File: src/hdl/lsob_params.svh
`ifndef LSOB_PARAMS_SVH
`define LSOB_PARAMS_SVH

// ************************************
// object indices
// ************************************
`define LSOB_IDX_QUEST    16'h200B
`define LSOB_IDX_OPER     16'h200D
`define LSOB_IDX_OUT_EN   16'h200F
`define LSOB_IDX_OUT_ST   16'h2010
`define LSOB_IDX_CURR     16'h2101
`define LSOB_IDX_VOLT     16'h2102
`define LSOB_IDX_PWR      16'h2103
`define LSOB_SUB_W0       8'h00
`define LSOB_SUB_W1       8'h01

// ************************************
// questionable word fields
// ************************************
`define LSOB_Q_OV_PROT    0
`define LSOB_Q_OC_TRIP    1
`define LSOB_Q_OV_TRIP    2
`define LSOB_Q_OP_TRIP    3
`define LSOB_Q_OC_PROT    4
`define LSOB_Q_OT_PROT    5
`define LSOB_Q_SENSE_LOST 6
`define LSOB_Q_MODE_LO    7
`define LSOB_Q_MODE_HI    10
`define LSOB_Q_SOFT       11
`define LSOB_Q_HARD       12
`define LSOB_Q_INTLK      13
`define LSOB_Q_PWR_LOSS   14
`define LSOB_Q_IOF        15

// ************************************
// operation words fields
// ************************************
`define LSOB_O0_STANDBY   0
`define LSOB_O0_LIVE      1
`define LSOB_O0_OC_TRIP   4
`define LSOB_O0_OV_TRIP   5
`define LSOB_O0_OP_TRIP   6
`define LSOB_O0_SENSE     7
`define LSOB_O0_UVT       8
`define LSOB_O0_BOOT_FAIL 12
`define LSOB_O0_BOOT_WAIT 13
`define LSOB_O0_OC_PROT   16
`define LSOB_O0_OV_PROT   17
`define LSOB_O0_INTLK     20
`define LSOB_O0_LINE      26
`define LSOB_O0_MISC_MASK 32'h7BCC_CE00
`define LSOB_O1_PHASE     0
`define LSOB_O1_FUSE      1
`define LSOB_O1_FAN       2
`define LSOB_O1_TEMP_LO   4
`define LSOB_O1_TEMP_HI   7
`define LSOB_O1_MISC_MASK 32'h0003_0000

// ************************************
// reset values
// ************************************
`define LSOB_WORD_RST     32'h0000_0000
`define LSOB_EN_RST       1'b0

`endif

File: src/hdl/lsob_pkg.sv
package lsob_pkg;

  typedef logic [31:0] lsob_word_t;

  // regulation mode, one bit per mode as it appears in the word
  typedef enum logic [3:0] {
    LSOB_MODE_NONE = 4'h0,
    LSOB_MODE_CURR = 4'h1,
    LSOB_MODE_VOLT = 4'h2,
    LSOB_MODE_RES  = 4'h4,
    LSOB_MODE_PWR  = 4'h8
  } lsob_reg_mode_t;

endpackage

File: src/hdl/lsob_quest_pack.sv
`timescale 1ns/1ps
`include "lsob_params.svh"

module lsob_quest_pack
  import lsob_pkg::*;
(
  input  wire logic           overvoltage_protect_flag,
  input  wire logic           overcurrent_trip_flag,
  input  wire logic           overvoltage_trip_flag,
  input  wire logic           overpower_trip_flag,
  input  wire logic           overcurrent_protect_flag,
  input  wire logic           overtemp_protect_flag,
  input  wire logic           remote_sense_lost_flag,
  input  wire lsob_reg_mode_t reg_mode,
  input  wire logic           interlock_open_flag,
  input  wire logic           input_power_loss_flag,
  input  wire logic           io_input_fault_flag,
  output logic                soft_fault_summary,
  output logic                hard_fault_summary,
  output lsob_word_t          quest_word
);

  // ************************************
  // fault summaries
  // ************************************
  assign soft_fault_summary = overcurrent_trip_flag | overvoltage_trip_flag
                            | overpower_trip_flag;
  assign hard_fault_summary = overvoltage_protect_flag | overcurrent_protect_flag
                            | overtemp_protect_flag | remote_sense_lost_flag;

  // ************************************
  // word assembly
  // ************************************
  always_comb begin
    quest_word                                   = `LSOB_WORD_RST;
    quest_word[`LSOB_Q_OV_PROT]                  = overvoltage_protect_flag;
    quest_word[`LSOB_Q_OC_TRIP]                  = overcurrent_trip_flag;
    quest_word[`LSOB_Q_OV_TRIP]                  = overvoltage_trip_flag;
    quest_word[`LSOB_Q_OP_TRIP]                  = overpower_trip_flag;
    quest_word[`LSOB_Q_OC_PROT]                  = overcurrent_protect_flag;
    quest_word[`LSOB_Q_OT_PROT]                  = overtemp_protect_flag;
    quest_word[`LSOB_Q_SENSE_LOST]               = remote_sense_lost_flag;
    quest_word[`LSOB_Q_MODE_HI:`LSOB_Q_MODE_LO]  = reg_mode;
    quest_word[`LSOB_Q_SOFT]                     = soft_fault_summary;
    quest_word[`LSOB_Q_HARD]                     = hard_fault_summary;
    quest_word[`LSOB_Q_INTLK]                    = interlock_open_flag;
    quest_word[`LSOB_Q_PWR_LOSS]                 = input_power_loss_flag;
    quest_word[`LSOB_Q_IOF]                      = io_input_fault_flag;
  end

endmodule

File: src/hdl/lsob_bank.sv
`timescale 1ns/1ps
`include "lsob_params.svh"

module lsob_bank
  import lsob_pkg::*;
(
  input  wire logic           clk,
  input  wire logic           rstn,
  input  wire logic           sdo_req,
  input  wire logic           sdo_wr,
  input  wire logic [15:0]    sdo_index,
  input  wire logic [7:0]     sdo_subindex,
  input  wire logic [31:0]    sdo_wdata,
  output logic                sdo_ack,
  output logic                sdo_abort,
  output logic [31:0]         sdo_rdata,
  input  wire logic           overvoltage_protect_flag,
  input  wire logic           overcurrent_trip_flag,
  input  wire logic           overvoltage_trip_flag,
  input  wire logic           overpower_trip_flag,
  input  wire logic           overcurrent_protect_flag,
  input  wire logic           overtemp_protect_flag,
  input  wire logic           remote_sense_lost_flag,
  input  wire lsob_reg_mode_t reg_mode,
  input  wire logic           interlock_open_flag,
  input  wire logic           input_power_loss_flag,
  input  wire logic           io_input_fault_flag,
  input  wire logic           undervoltage_trip_flag,
  input  wire logic           subtarget_boot_failed,
  input  wire logic           subtarget_boot_waiting,
  input  wire logic [31:0]    op0_misc_flags,
  input  wire logic           missing_phase_flag,
  input  wire logic           blown_input_fuse_flag,
  input  wire logic           stalled_fan_flag,
  input  wire logic [3:0]     module_temp_flags,
  input  wire logic [31:0]    op1_misc_flags,
  input  wire logic           meas_sample_valid,
  input  wire lsob_word_t     meas_current_in,
  input  wire lsob_word_t     meas_voltage_local,
  input  wire lsob_word_t     meas_voltage_sense,
  input  wire logic           remote_sense_engaged,
  input  wire lsob_word_t     meas_power_in,
  output logic                output_enable,
  output logic                output_active
);

  // ************************************
  // declarations
  // ************************************
  logic       soft_fault_summary;
  logic       hard_fault_summary;
  logic       fault_any;
  lsob_word_t quest_c;
  lsob_word_t op0_c;
  lsob_word_t op1_c;
  lsob_word_t quest_q;
  lsob_word_t op0_q;
  lsob_word_t op1_q;
  lsob_word_t meas_curr_q;
  lsob_word_t meas_volt_q;
  lsob_word_t meas_pwr_q;
  logic       en_q;
  logic       sense_used;
  logic       hit_quest;
  logic       hit_op0;
  logic       hit_op1;
  logic       hit_en;
  logic       hit_st;
  logic       hit_curr;
  logic       hit_volt;
  logic       hit_pwr;
  logic       hit_any;
  logic       wr_ok;
  logic       wr_en_take;
  lsob_word_t rdata_d;
  logic       abort_d;

  // ************************************
  // questionable word
  // ************************************
  lsob_quest_pack u_quest (
    .overvoltage_protect_flag (overvoltage_protect_flag),
    .overcurrent_trip_flag    (overcurrent_trip_flag),
    .overvoltage_trip_flag    (overvoltage_trip_flag),
    .overpower_trip_flag      (overpower_trip_flag),
    .overcurrent_protect_flag (overcurrent_protect_flag),
    .overtemp_protect_flag    (overtemp_protect_flag),
    .remote_sense_lost_flag   (remote_sense_lost_flag),
    .reg_mode                 (reg_mode),
    .interlock_open_flag      (interlock_open_flag),
    .input_power_loss_flag    (input_power_loss_flag),
    .io_input_fault_flag      (io_input_fault_flag),
    .soft_fault_summary       (soft_fault_summary),
    .hard_fault_summary       (hard_fault_summary),
    .quest_word               (quest_c)
  );

  assign fault_any = soft_fault_summary | hard_fault_summary;

  // ************************************
  // output control
  // ************************************
  // a fault drops the enable so the output never resumes by itself
  assign output_active = en_q & ~fault_any;
  assign output_enable = en_q;

  always_ff @(posedge clk) begin
    if (!rstn) begin
      en_q <= `LSOB_EN_RST;
    end else if (fault_any) begin
      en_q <= 1'b0;
    end else if (wr_en_take) begin
      en_q <= sdo_wdata[0];
    end
  end

  // ************************************
  // operation words
  // ************************************
  // subset bits come from the very same flags as the questionable word
  always_comb begin
    op0_c                     = op0_misc_flags & `LSOB_O0_MISC_MASK;
    op0_c[`LSOB_O0_STANDBY]   = ~output_active;
    op0_c[`LSOB_O0_LIVE]      = output_active;
    op0_c[`LSOB_O0_OC_TRIP]   = overcurrent_trip_flag;
    op0_c[`LSOB_O0_OV_TRIP]   = overvoltage_trip_flag;
    op0_c[`LSOB_O0_OP_TRIP]   = overpower_trip_flag;
    op0_c[`LSOB_O0_SENSE]     = remote_sense_lost_flag;
    op0_c[`LSOB_O0_UVT]       = undervoltage_trip_flag;
    op0_c[`LSOB_O0_BOOT_FAIL] = subtarget_boot_failed;
    op0_c[`LSOB_O0_BOOT_WAIT] = subtarget_boot_waiting;
    op0_c[`LSOB_O0_OC_PROT]   = overcurrent_protect_flag;
    op0_c[`LSOB_O0_OV_PROT]   = overvoltage_protect_flag;
    op0_c[`LSOB_O0_INTLK]     = interlock_open_flag;
    op0_c[`LSOB_O0_LINE]      = io_input_fault_flag;
  end

  always_comb begin
    op1_c                                      = op1_misc_flags & `LSOB_O1_MISC_MASK;
    op1_c[`LSOB_O1_PHASE]                      = missing_phase_flag;
    op1_c[`LSOB_O1_FUSE]                       = blown_input_fuse_flag;
    op1_c[`LSOB_O1_FAN]                        = stalled_fan_flag;
    op1_c[`LSOB_O1_TEMP_HI:`LSOB_O1_TEMP_LO]   = module_temp_flags;
  end

  // ************************************
  // live status capture
  // ************************************
  // unlatched: refreshed every cycle, nothing holds a past event
  always_ff @(posedge clk) begin
    if (!rstn) begin
      quest_q <= `LSOB_WORD_RST;
      op0_q   <= `LSOB_WORD_RST;
      op1_q   <= `LSOB_WORD_RST;
    end else begin
      quest_q <= quest_c;
      op0_q   <= op0_c;
      op1_q   <= op1_c;
    end
  end

  // ************************************
  // measurements
  // ************************************
  // a lost sense line falls back to the local terminal voltage
  assign sense_used = remote_sense_engaged & ~remote_sense_lost_flag;

  always_ff @(posedge clk) begin
    if (!rstn) begin
      meas_curr_q <= `LSOB_WORD_RST;
      meas_volt_q <= `LSOB_WORD_RST;
      meas_pwr_q  <= `LSOB_WORD_RST;
    end else if (meas_sample_valid) begin
      meas_curr_q <= meas_current_in;
      meas_volt_q <= sense_used ? meas_voltage_sense : meas_voltage_local;
      meas_pwr_q  <= meas_power_in;
    end
  end

  // ************************************
  // object access
  // ************************************
  assign hit_quest = (sdo_index == `LSOB_IDX_QUEST) && (sdo_subindex == `LSOB_SUB_W0);
  assign hit_op0   = (sdo_index == `LSOB_IDX_OPER) && (sdo_subindex == `LSOB_SUB_W0);
  assign hit_op1   = (sdo_index == `LSOB_IDX_OPER) && (sdo_subindex == `LSOB_SUB_W1);
  assign hit_en    = (sdo_index == `LSOB_IDX_OUT_EN) && (sdo_subindex == `LSOB_SUB_W0);
  assign hit_st    = (sdo_index == `LSOB_IDX_OUT_ST) && (sdo_subindex == `LSOB_SUB_W0);
  assign hit_curr  = (sdo_index == `LSOB_IDX_CURR) && (sdo_subindex == `LSOB_SUB_W0);
  assign hit_volt  = (sdo_index == `LSOB_IDX_VOLT) && (sdo_subindex == `LSOB_SUB_W0);
  assign hit_pwr   = (sdo_index == `LSOB_IDX_PWR) && (sdo_subindex == `LSOB_SUB_W0);
  assign hit_any   = hit_quest | hit_op0 | hit_op1 | hit_en | hit_st
                   | hit_curr | hit_volt | hit_pwr;
  // boolean object: anything but 0 or 1 is refused
  assign wr_ok      = hit_en && (sdo_wdata[31:1] == 31'h0000_0000);
  assign wr_en_take = sdo_req && sdo_wr && wr_ok;

  // reads only select; no read path touches any status state
  always_comb begin
    rdata_d = `LSOB_WORD_RST;
    abort_d = 1'b0;
    if (sdo_wr) begin
      abort_d = ~wr_ok;
    end else begin
      case (1'b1)
        hit_quest: rdata_d = quest_q;
        hit_op0:   rdata_d = op0_q;
        hit_op1:   rdata_d = op1_q;
        hit_en:    rdata_d = {31'h0000_0000, en_q};
        hit_st:    rdata_d = {31'h0000_0000, output_active};
        hit_curr:  rdata_d = meas_curr_q;
        hit_volt:  rdata_d = meas_volt_q;
        hit_pwr:   rdata_d = meas_pwr_q;
        default:   abort_d = 1'b1;
      endcase
    end
  end

  always_ff @(posedge clk) begin
    if (!rstn) begin
      sdo_ack   <= 1'b0;
      sdo_abort <= 1'b0;
      sdo_rdata <= `LSOB_WORD_RST;
    end else begin
      sdo_ack   <= sdo_req;
      sdo_abort <= sdo_req & abort_d;
      if (sdo_req) begin
        sdo_rdata <= rdata_d;
      end
    end
  end
endmodule

File: config.mk
export PLATFORM = sky130hd
export DESIGN_NAME = lsob_bank
export DESIGN_NICKNAME = d
export VERILOG_FILES = /design/src/hdl/lsob_pkg.sv /design/src/hdl/lsob_quest_pack.sv /design/src/hdl/lsob_bank.sv
export VERILOG_INCLUDE_DIRS = /design/src /design/src/hdl
export SDC_FILE = /design/constraint.sdc
export NUM_CORES = 1
export LEC_CHECK = 0
export BUFFER_PORTS_ARGS = -buffer_cell sky130_fd_sc_hd__buf_2
export CORE_AREA = 2 2 131 133
export CTS_CLUSTER_SIZE = 40
export DETAILED_ROUTE_END_ITERATION = 10
export DIE_AREA = 0 0 133 135
export PLACE_DENSITY = 0.79
export SYNTH_ARGS = -nofsm -noshare
export SYNTH_HDL_FRONTEND = slang
export SYNTH_SLANG_ARGS = --single-unit
File: constraint.sdc
create_clock -name clk -period 2.2 [get_ports clk]
set_input_delay 0.22 -clock clk [delete_from_list [all_inputs] [get_ports clk]]
set_output_delay 0.22 -clock clk [all_outputs]
set_load 0.005 [all_outputs]
# After elaboration in Yosys (flattened, before gate mapping)
# Cells that the tools add are included.
# word_totals
word_cells	68
ff_bits	227
out_inout_bits	36
in_bits	278
# classes
mux	19
n_reduce_logical	14
eq_ne	8
bitwise_logic	14
# ops
cell	count
32-bit 2-to-1 mux	10
16-bit by 14-bit equality test with 1-bit output (second input constant)	7
31-bit logical NOT	1
1-bit logical AND	11
1-bit 2-to-1 mux	9
8-bit by 1-bit equality test with 1-bit output (second input constant)	1
8-bit logical NOT	1
1-bit OR	6
1-bit inverter	5
1-bit bitwise AND	3
2-bit OR reduction	1

# Logic depth before layout (Yosys ltp)
# logic_depth
ltp_word	12
depth_mapped	8
depth_no_buf	5

# Cells and area by module
# Synthesis repeated with hierarchy kept, for this count alone.
# unflattened
hier_cells	837
area_unflattened_um2	8485.6
# by_module_without_submodules
module	cells_each	seq_area_each_um2	n_inst	area_each_um2
lsob_bank	802	4003.8	1	8227.9
lsob_quest_pack	35	0.0	1	257.7

# Least setup slack after synthesis
# OpenSTA, ideal clock, no wires.
# synth_timing
kind	input-to-reg
startpoint	input sdo_index[2]
endpoint	register sdo_rdata[15]
cell_stages	6
setup_slack_ps	433
n_path_buf	2
arrival_ps	1645
setup_time_ps	122
required_ps	2078
cell_sequence	buf_6 -> or4b_1 -> clkbuf_1 -> or4_1 -> a32oi_1 -> o21ai_1
# synth_via
elab_chain_cells	11
word_cells_on_any_way	24
classes_between	7 x eq/ne; 9 x mux; 8 x reduce/logical
# synth_lines
element	line_no	rtl
start: declaration	lsob_bank.sv:11	input wire logic [15:0] sdo_index,
16-bit by 14-bit equality test with 1-bit output (no line)	--	
1-bit logical AND	lsob_bank.sv:190	assign hit_pwr = (sdo_index == `LSOB_IDX_PWR) && (sdo_subindex == `LSOB_SUB_W0);
32-bit 2-to-1 mux (7 in series)	lsob_bank.sv:204	case (1'b1)
32-bit 2-to-1 mux (*)	lsob_bank.sv:204	
32-bit 2-to-1 mux (*)	lsob_bank.sv:201	if (sdo_wr) begin
end signal: assignment	lsob_bank.sv:222	sdo_rdata <= `LSOB_WORD_RST;
end signal: assignment	lsob_bank.sv:227	sdo_rdata <= rdata_d;
end: declaration	lsob_bank.sv:16	output logic [31:0] sdo_rdata,
# Every way passes the cells marked *; elsewhere a longest branch is shown, timed or not.
# A chain may end at the register's enable or synchronous reset.

# Worst setup path in the final report
# layout_timing
startpoint	input sdo_index[14]
endpoint	register sdo_rdata[21]
# Same word-level chain as after synthesis.

==> results.sh <==
export IMPL_die_h_um=135
export IMPL_timing_critical_path_mode_cell="buf_4"
export IMPL_postSynth_asyncResetShare=0
export IMPL_p_seq_frac=0.458
export IMPL_min_period_over_period=0.771
export IMPL_vias_per_cell=5.43
export IMPL_final_cells=1321
export IMPL_port_buffers=266
export IMPL_final_setup_tns_ns=0
export IMPL_min_period_ns=1.70
export IMPL_synth_xor_xnor_area_share=0
export IMPL_outcome="complete, no violations"
export IMPL_required_ns=2.55
export IMPL_endpoint_kind="register"
export IMPL_grt_total_usage=0.273
export IMPL_crit_chain="buf_2 > nor4_2 > nand3_4 > buf_4 > nor3_4 > buf_4 > a22oi_1 > o21ai_0"
export IMPL_hpwl_um=18100
export IMPL_dpl_cell_count=1271
export IMPL_crit_type="in -> reg"
export IMPL_skew_ns=0.00876
export IMPL_power_internal_uw=5770
export IMPL_syn_to_final_growth_pct=32.7
export IMPL_fillers=1356
export IMPL_ant_nets=0
export IMPL_drv_cap=0
export IMPL_path_depth=8
export IMPL_rows=47
export IMPL_routabilityCongestion=0.930
export IMPL_synthTopCellsByCount="dfxtp_1, mux2i_1, nor2b_1, nand2_1, clkbuf_1"
export IMPL_timing_rr_start="quest_q[4]"
export IMPL_drt_first_pass_iters=7
export IMPL_ys_warn_count=0
export IMPL_rsz0062_at_grt="no"
export IMPL_r2r_setup_slack_ns=0.78
export IMPL_crit_fanout=17
export IMPL_avgSynthCellArea_um2=9.85
export IMPL_ys_seq_area_frac=0.444
export IMPL_syn_inst=805
export IMPL_switchingPower_uw=1710
export IMPL_core_area_um2=16400
export IMPL_worst_path_max_delay_cell="nor4_2"
export IMPL_power_density_nw_per_um2=710
export IMPL_synth_top_family_by_area="simple AND/OR/NAND/NOR gates"
export IMPL_synth_fa_ha_area_frac=0
export IMPL_critPathBufInv=3
export IMPL_grt_pass1_vias=7119
export IMPL_die_area_um2=18000
export IMPL_timing_final_ws_setup_ns=0.504
export IMPL_syn_area_um2=7930
export IMPL_grt_ovfl_total=0
export IMPL_startpoint="sdo_index[14]"
export IMPL_drt_initial_drc_count=514
export IMPL_yosysMostFrequentCell="dfxtp_1"
export IMPL_yosys_cell_types_count=56
export IMPL_setup_viol=0
export IMPL_cts_tree="built"
export IMPL_hold_viol=0
export IMPL_fmax_mhz=590
export IMPL_p_sw_frac=0.228
export IMPL_synth_edf_count=0
export IMPL_synthMuxAreaShare=0.155
export IMPL_synth_top_area_cell="dfxtp_1"
export IMPL_endpoint="sdo_rdata[21]"
export IMPL_htree_num_levels=4
export IMPL_cts_buffers=17
export IMPL_num_nets_final=1367
export IMPL_antenna_found_initial=0
export IMPL_dp_slack_ns=0.145
export IMPL_clock_latency_ns=0.43
export IMPL_cts_buffer_depth=2
export IMPL_slew_violations=0
export IMPL_ys_ff_latch=176
export IMPL_worst_pin_slew_ns=0.682
export IMPL_synthSimpleGateAreaFrac=0.224
export IMPL_diodes=0
export IMPL_clkPwrFrac=0.431
export IMPL_clk_pin_slew_ns=0.06
export IMPL_synth_area_leaders="dfxtp_1, mux2i_1, nor2b_1, o211a_1, and2_1"
export IMPL_pwr_share_comb=0.111
export IMPL_clock_sinks=176
export IMPL_startpoint_type="primary input"
export IMPL_slowest_delay_ns=0.56
export IMPL_slew_headroom=0.546
export IMPL_die_x_um=133
export IMPL_grt_pass1_wl_um=37500
export IMPL_cts_root_buf="clkbuf_16"
export IMPL_postCtsSetupBuffers=0
export IMPL_worstReg2RegEnd="sdo_rdata[16]"
export IMPL_hp_class="in -> reg"
export IMPL_grt_max_degree=145
export IMPL_avgRoutedWirePerCell_um=18.3
export IMPL_routed_wl_um=24200
export IMPL_crit_arrival_ns=2.05
export IMPL_layout_drive_gt1_share=0.339
export IMPL_leakage_uw=0.00495
export IMPL_vias=7177
export IMPL_synth_ff_type="dfxtp_1"
export IMPL_synth_nets=1083
export IMPL_critical_path_top_delay_family="simple AND/OR/NAND/NOR gates"
export IMPL_holdWs_ns=0.00733
export IMPL_ios=314
export IMPL_synth_top_cell_area_share=0.444
export IMPL_synth_compound_area_frac=0.141
export IMPL_r2r_cells=4
export IMPL_start_util=0.483
export IMPL_drcViolationCount=0
export IMPL_vdd_ir_drop_max_uv=564
-- layer usage --
metal | routed length (µm) | GRT usage | up-vias
li1 | - | - | 3517
met3 | 1810 | 0.0541 | 33
met1 | 9830 | 0.337 | 3324
met5 | 0 | 0 | -
met2 | 12000 | 0.478 | 303
met4 | 512 | 0.0908 | 0
-- area by class of cell --
cell class                 instances  area [µm²]  share of cell area
tap                              220         275              0.0261
clock inverter                     9         155              0.0147
timing repair buffer             325        1940               0.184
multi-input combinational        562        4130               0.393
inverter                           7        26.3             0.00250
sequential                       176        3520               0.335
clock buffer                      22         474              0.0450
-- power by group through the flow --
stage	Clock [µW]	Sequential (µW)	Combinational (µW)
after floorplan	0	3460	430
after global placement	0	3490	786
after detailed placement	0	3490	800
after CTS	3270	3420	832
after global routing	3400	3440	909
final	3220	3420	828
-- kinds of logic (layout without fill, tap and decap cells) --
family                 Yosys count  count (layout)
AO/OA/AOI/OAI                  156             156
multiplexers                   120             120
AND/OR/NAND/NOR                286             286
flip-flops                     176             176
buffers and inverters           67             363
-- placed cells by master (no fill, tap or decap), types with 4 or more instances in the layout --
cell           synthesis  routed
nor4_1                27      27
nor3_1                 9       9
o211a_1               32      32
dlygate4sd3_1          0      19
o221ai_1               5       5
nand2_1               54      54
mux2i_1              102     102
a21oi_1               21      21
mux2_2                17      17
nand3_1               21      21
clkbuf_16              0      17
dfxtp_1              176     176
a32oi_1                4       4
o21ai_0               36      36
a22oi_1               35      35
and3_1                 7       7
buf_2                  6     264
nor4_2                 4       4
nor2b_1               74      73
buf_4                  3      33
bufinv_16              0       4
buf_12                 0       9
nand4_1                7       7
inv_1                  7       7
nor2_1                 5       5
o21ai_1                7       7
and2_1                44      44
-- through the flow --
stage               area [µm²]   util  total power (µW)
CTS                      10500  0.642              7520
finish                   10500  0.642              7480
global route             10500  0.642              7750
global placement          9710  0.592              4270
detailed placement        9710  0.592              4290
floorplan                 7930      -              3890
-- sequential cells by signal, indices dropped and copies added (netlist names) --
name,cells
sdo_abort,1
output_enable,1
op0_q,21
meas_curr_q,32
op1_q,9
meas_pwr_q,32
sdo_rdata,32
quest_q,15
sdo_ack,1
meas_volt_q,32
-- worst min-delay path by stage --
stage	start	to	slack, ns	depth (start not counted)
after CTS	op0_misc_flags[9]	op0_q[9]	0.002	2
after global placement	op0_misc_flags[25]	op0_q[25]	0.43	2
after global routing	op0_misc_flags[9]	op0_q[9]	0.003	2
after floorplan	overvoltage_protect_flag	quest_q[0]	0.34	1
final	op0_misc_flags[19]	op0_q[19]	0.007	2
after detailed placement	op0_misc_flags[25]	op0_q[25]	0.43	2
-- timing repair --
action | CTS | global route
gates resized for setup | 0 | 0
endpoints found under the hold margin | 19 | 0
hold buffers | 19 | 0
No activity file was read; power rests on OpenSTA's default activity.
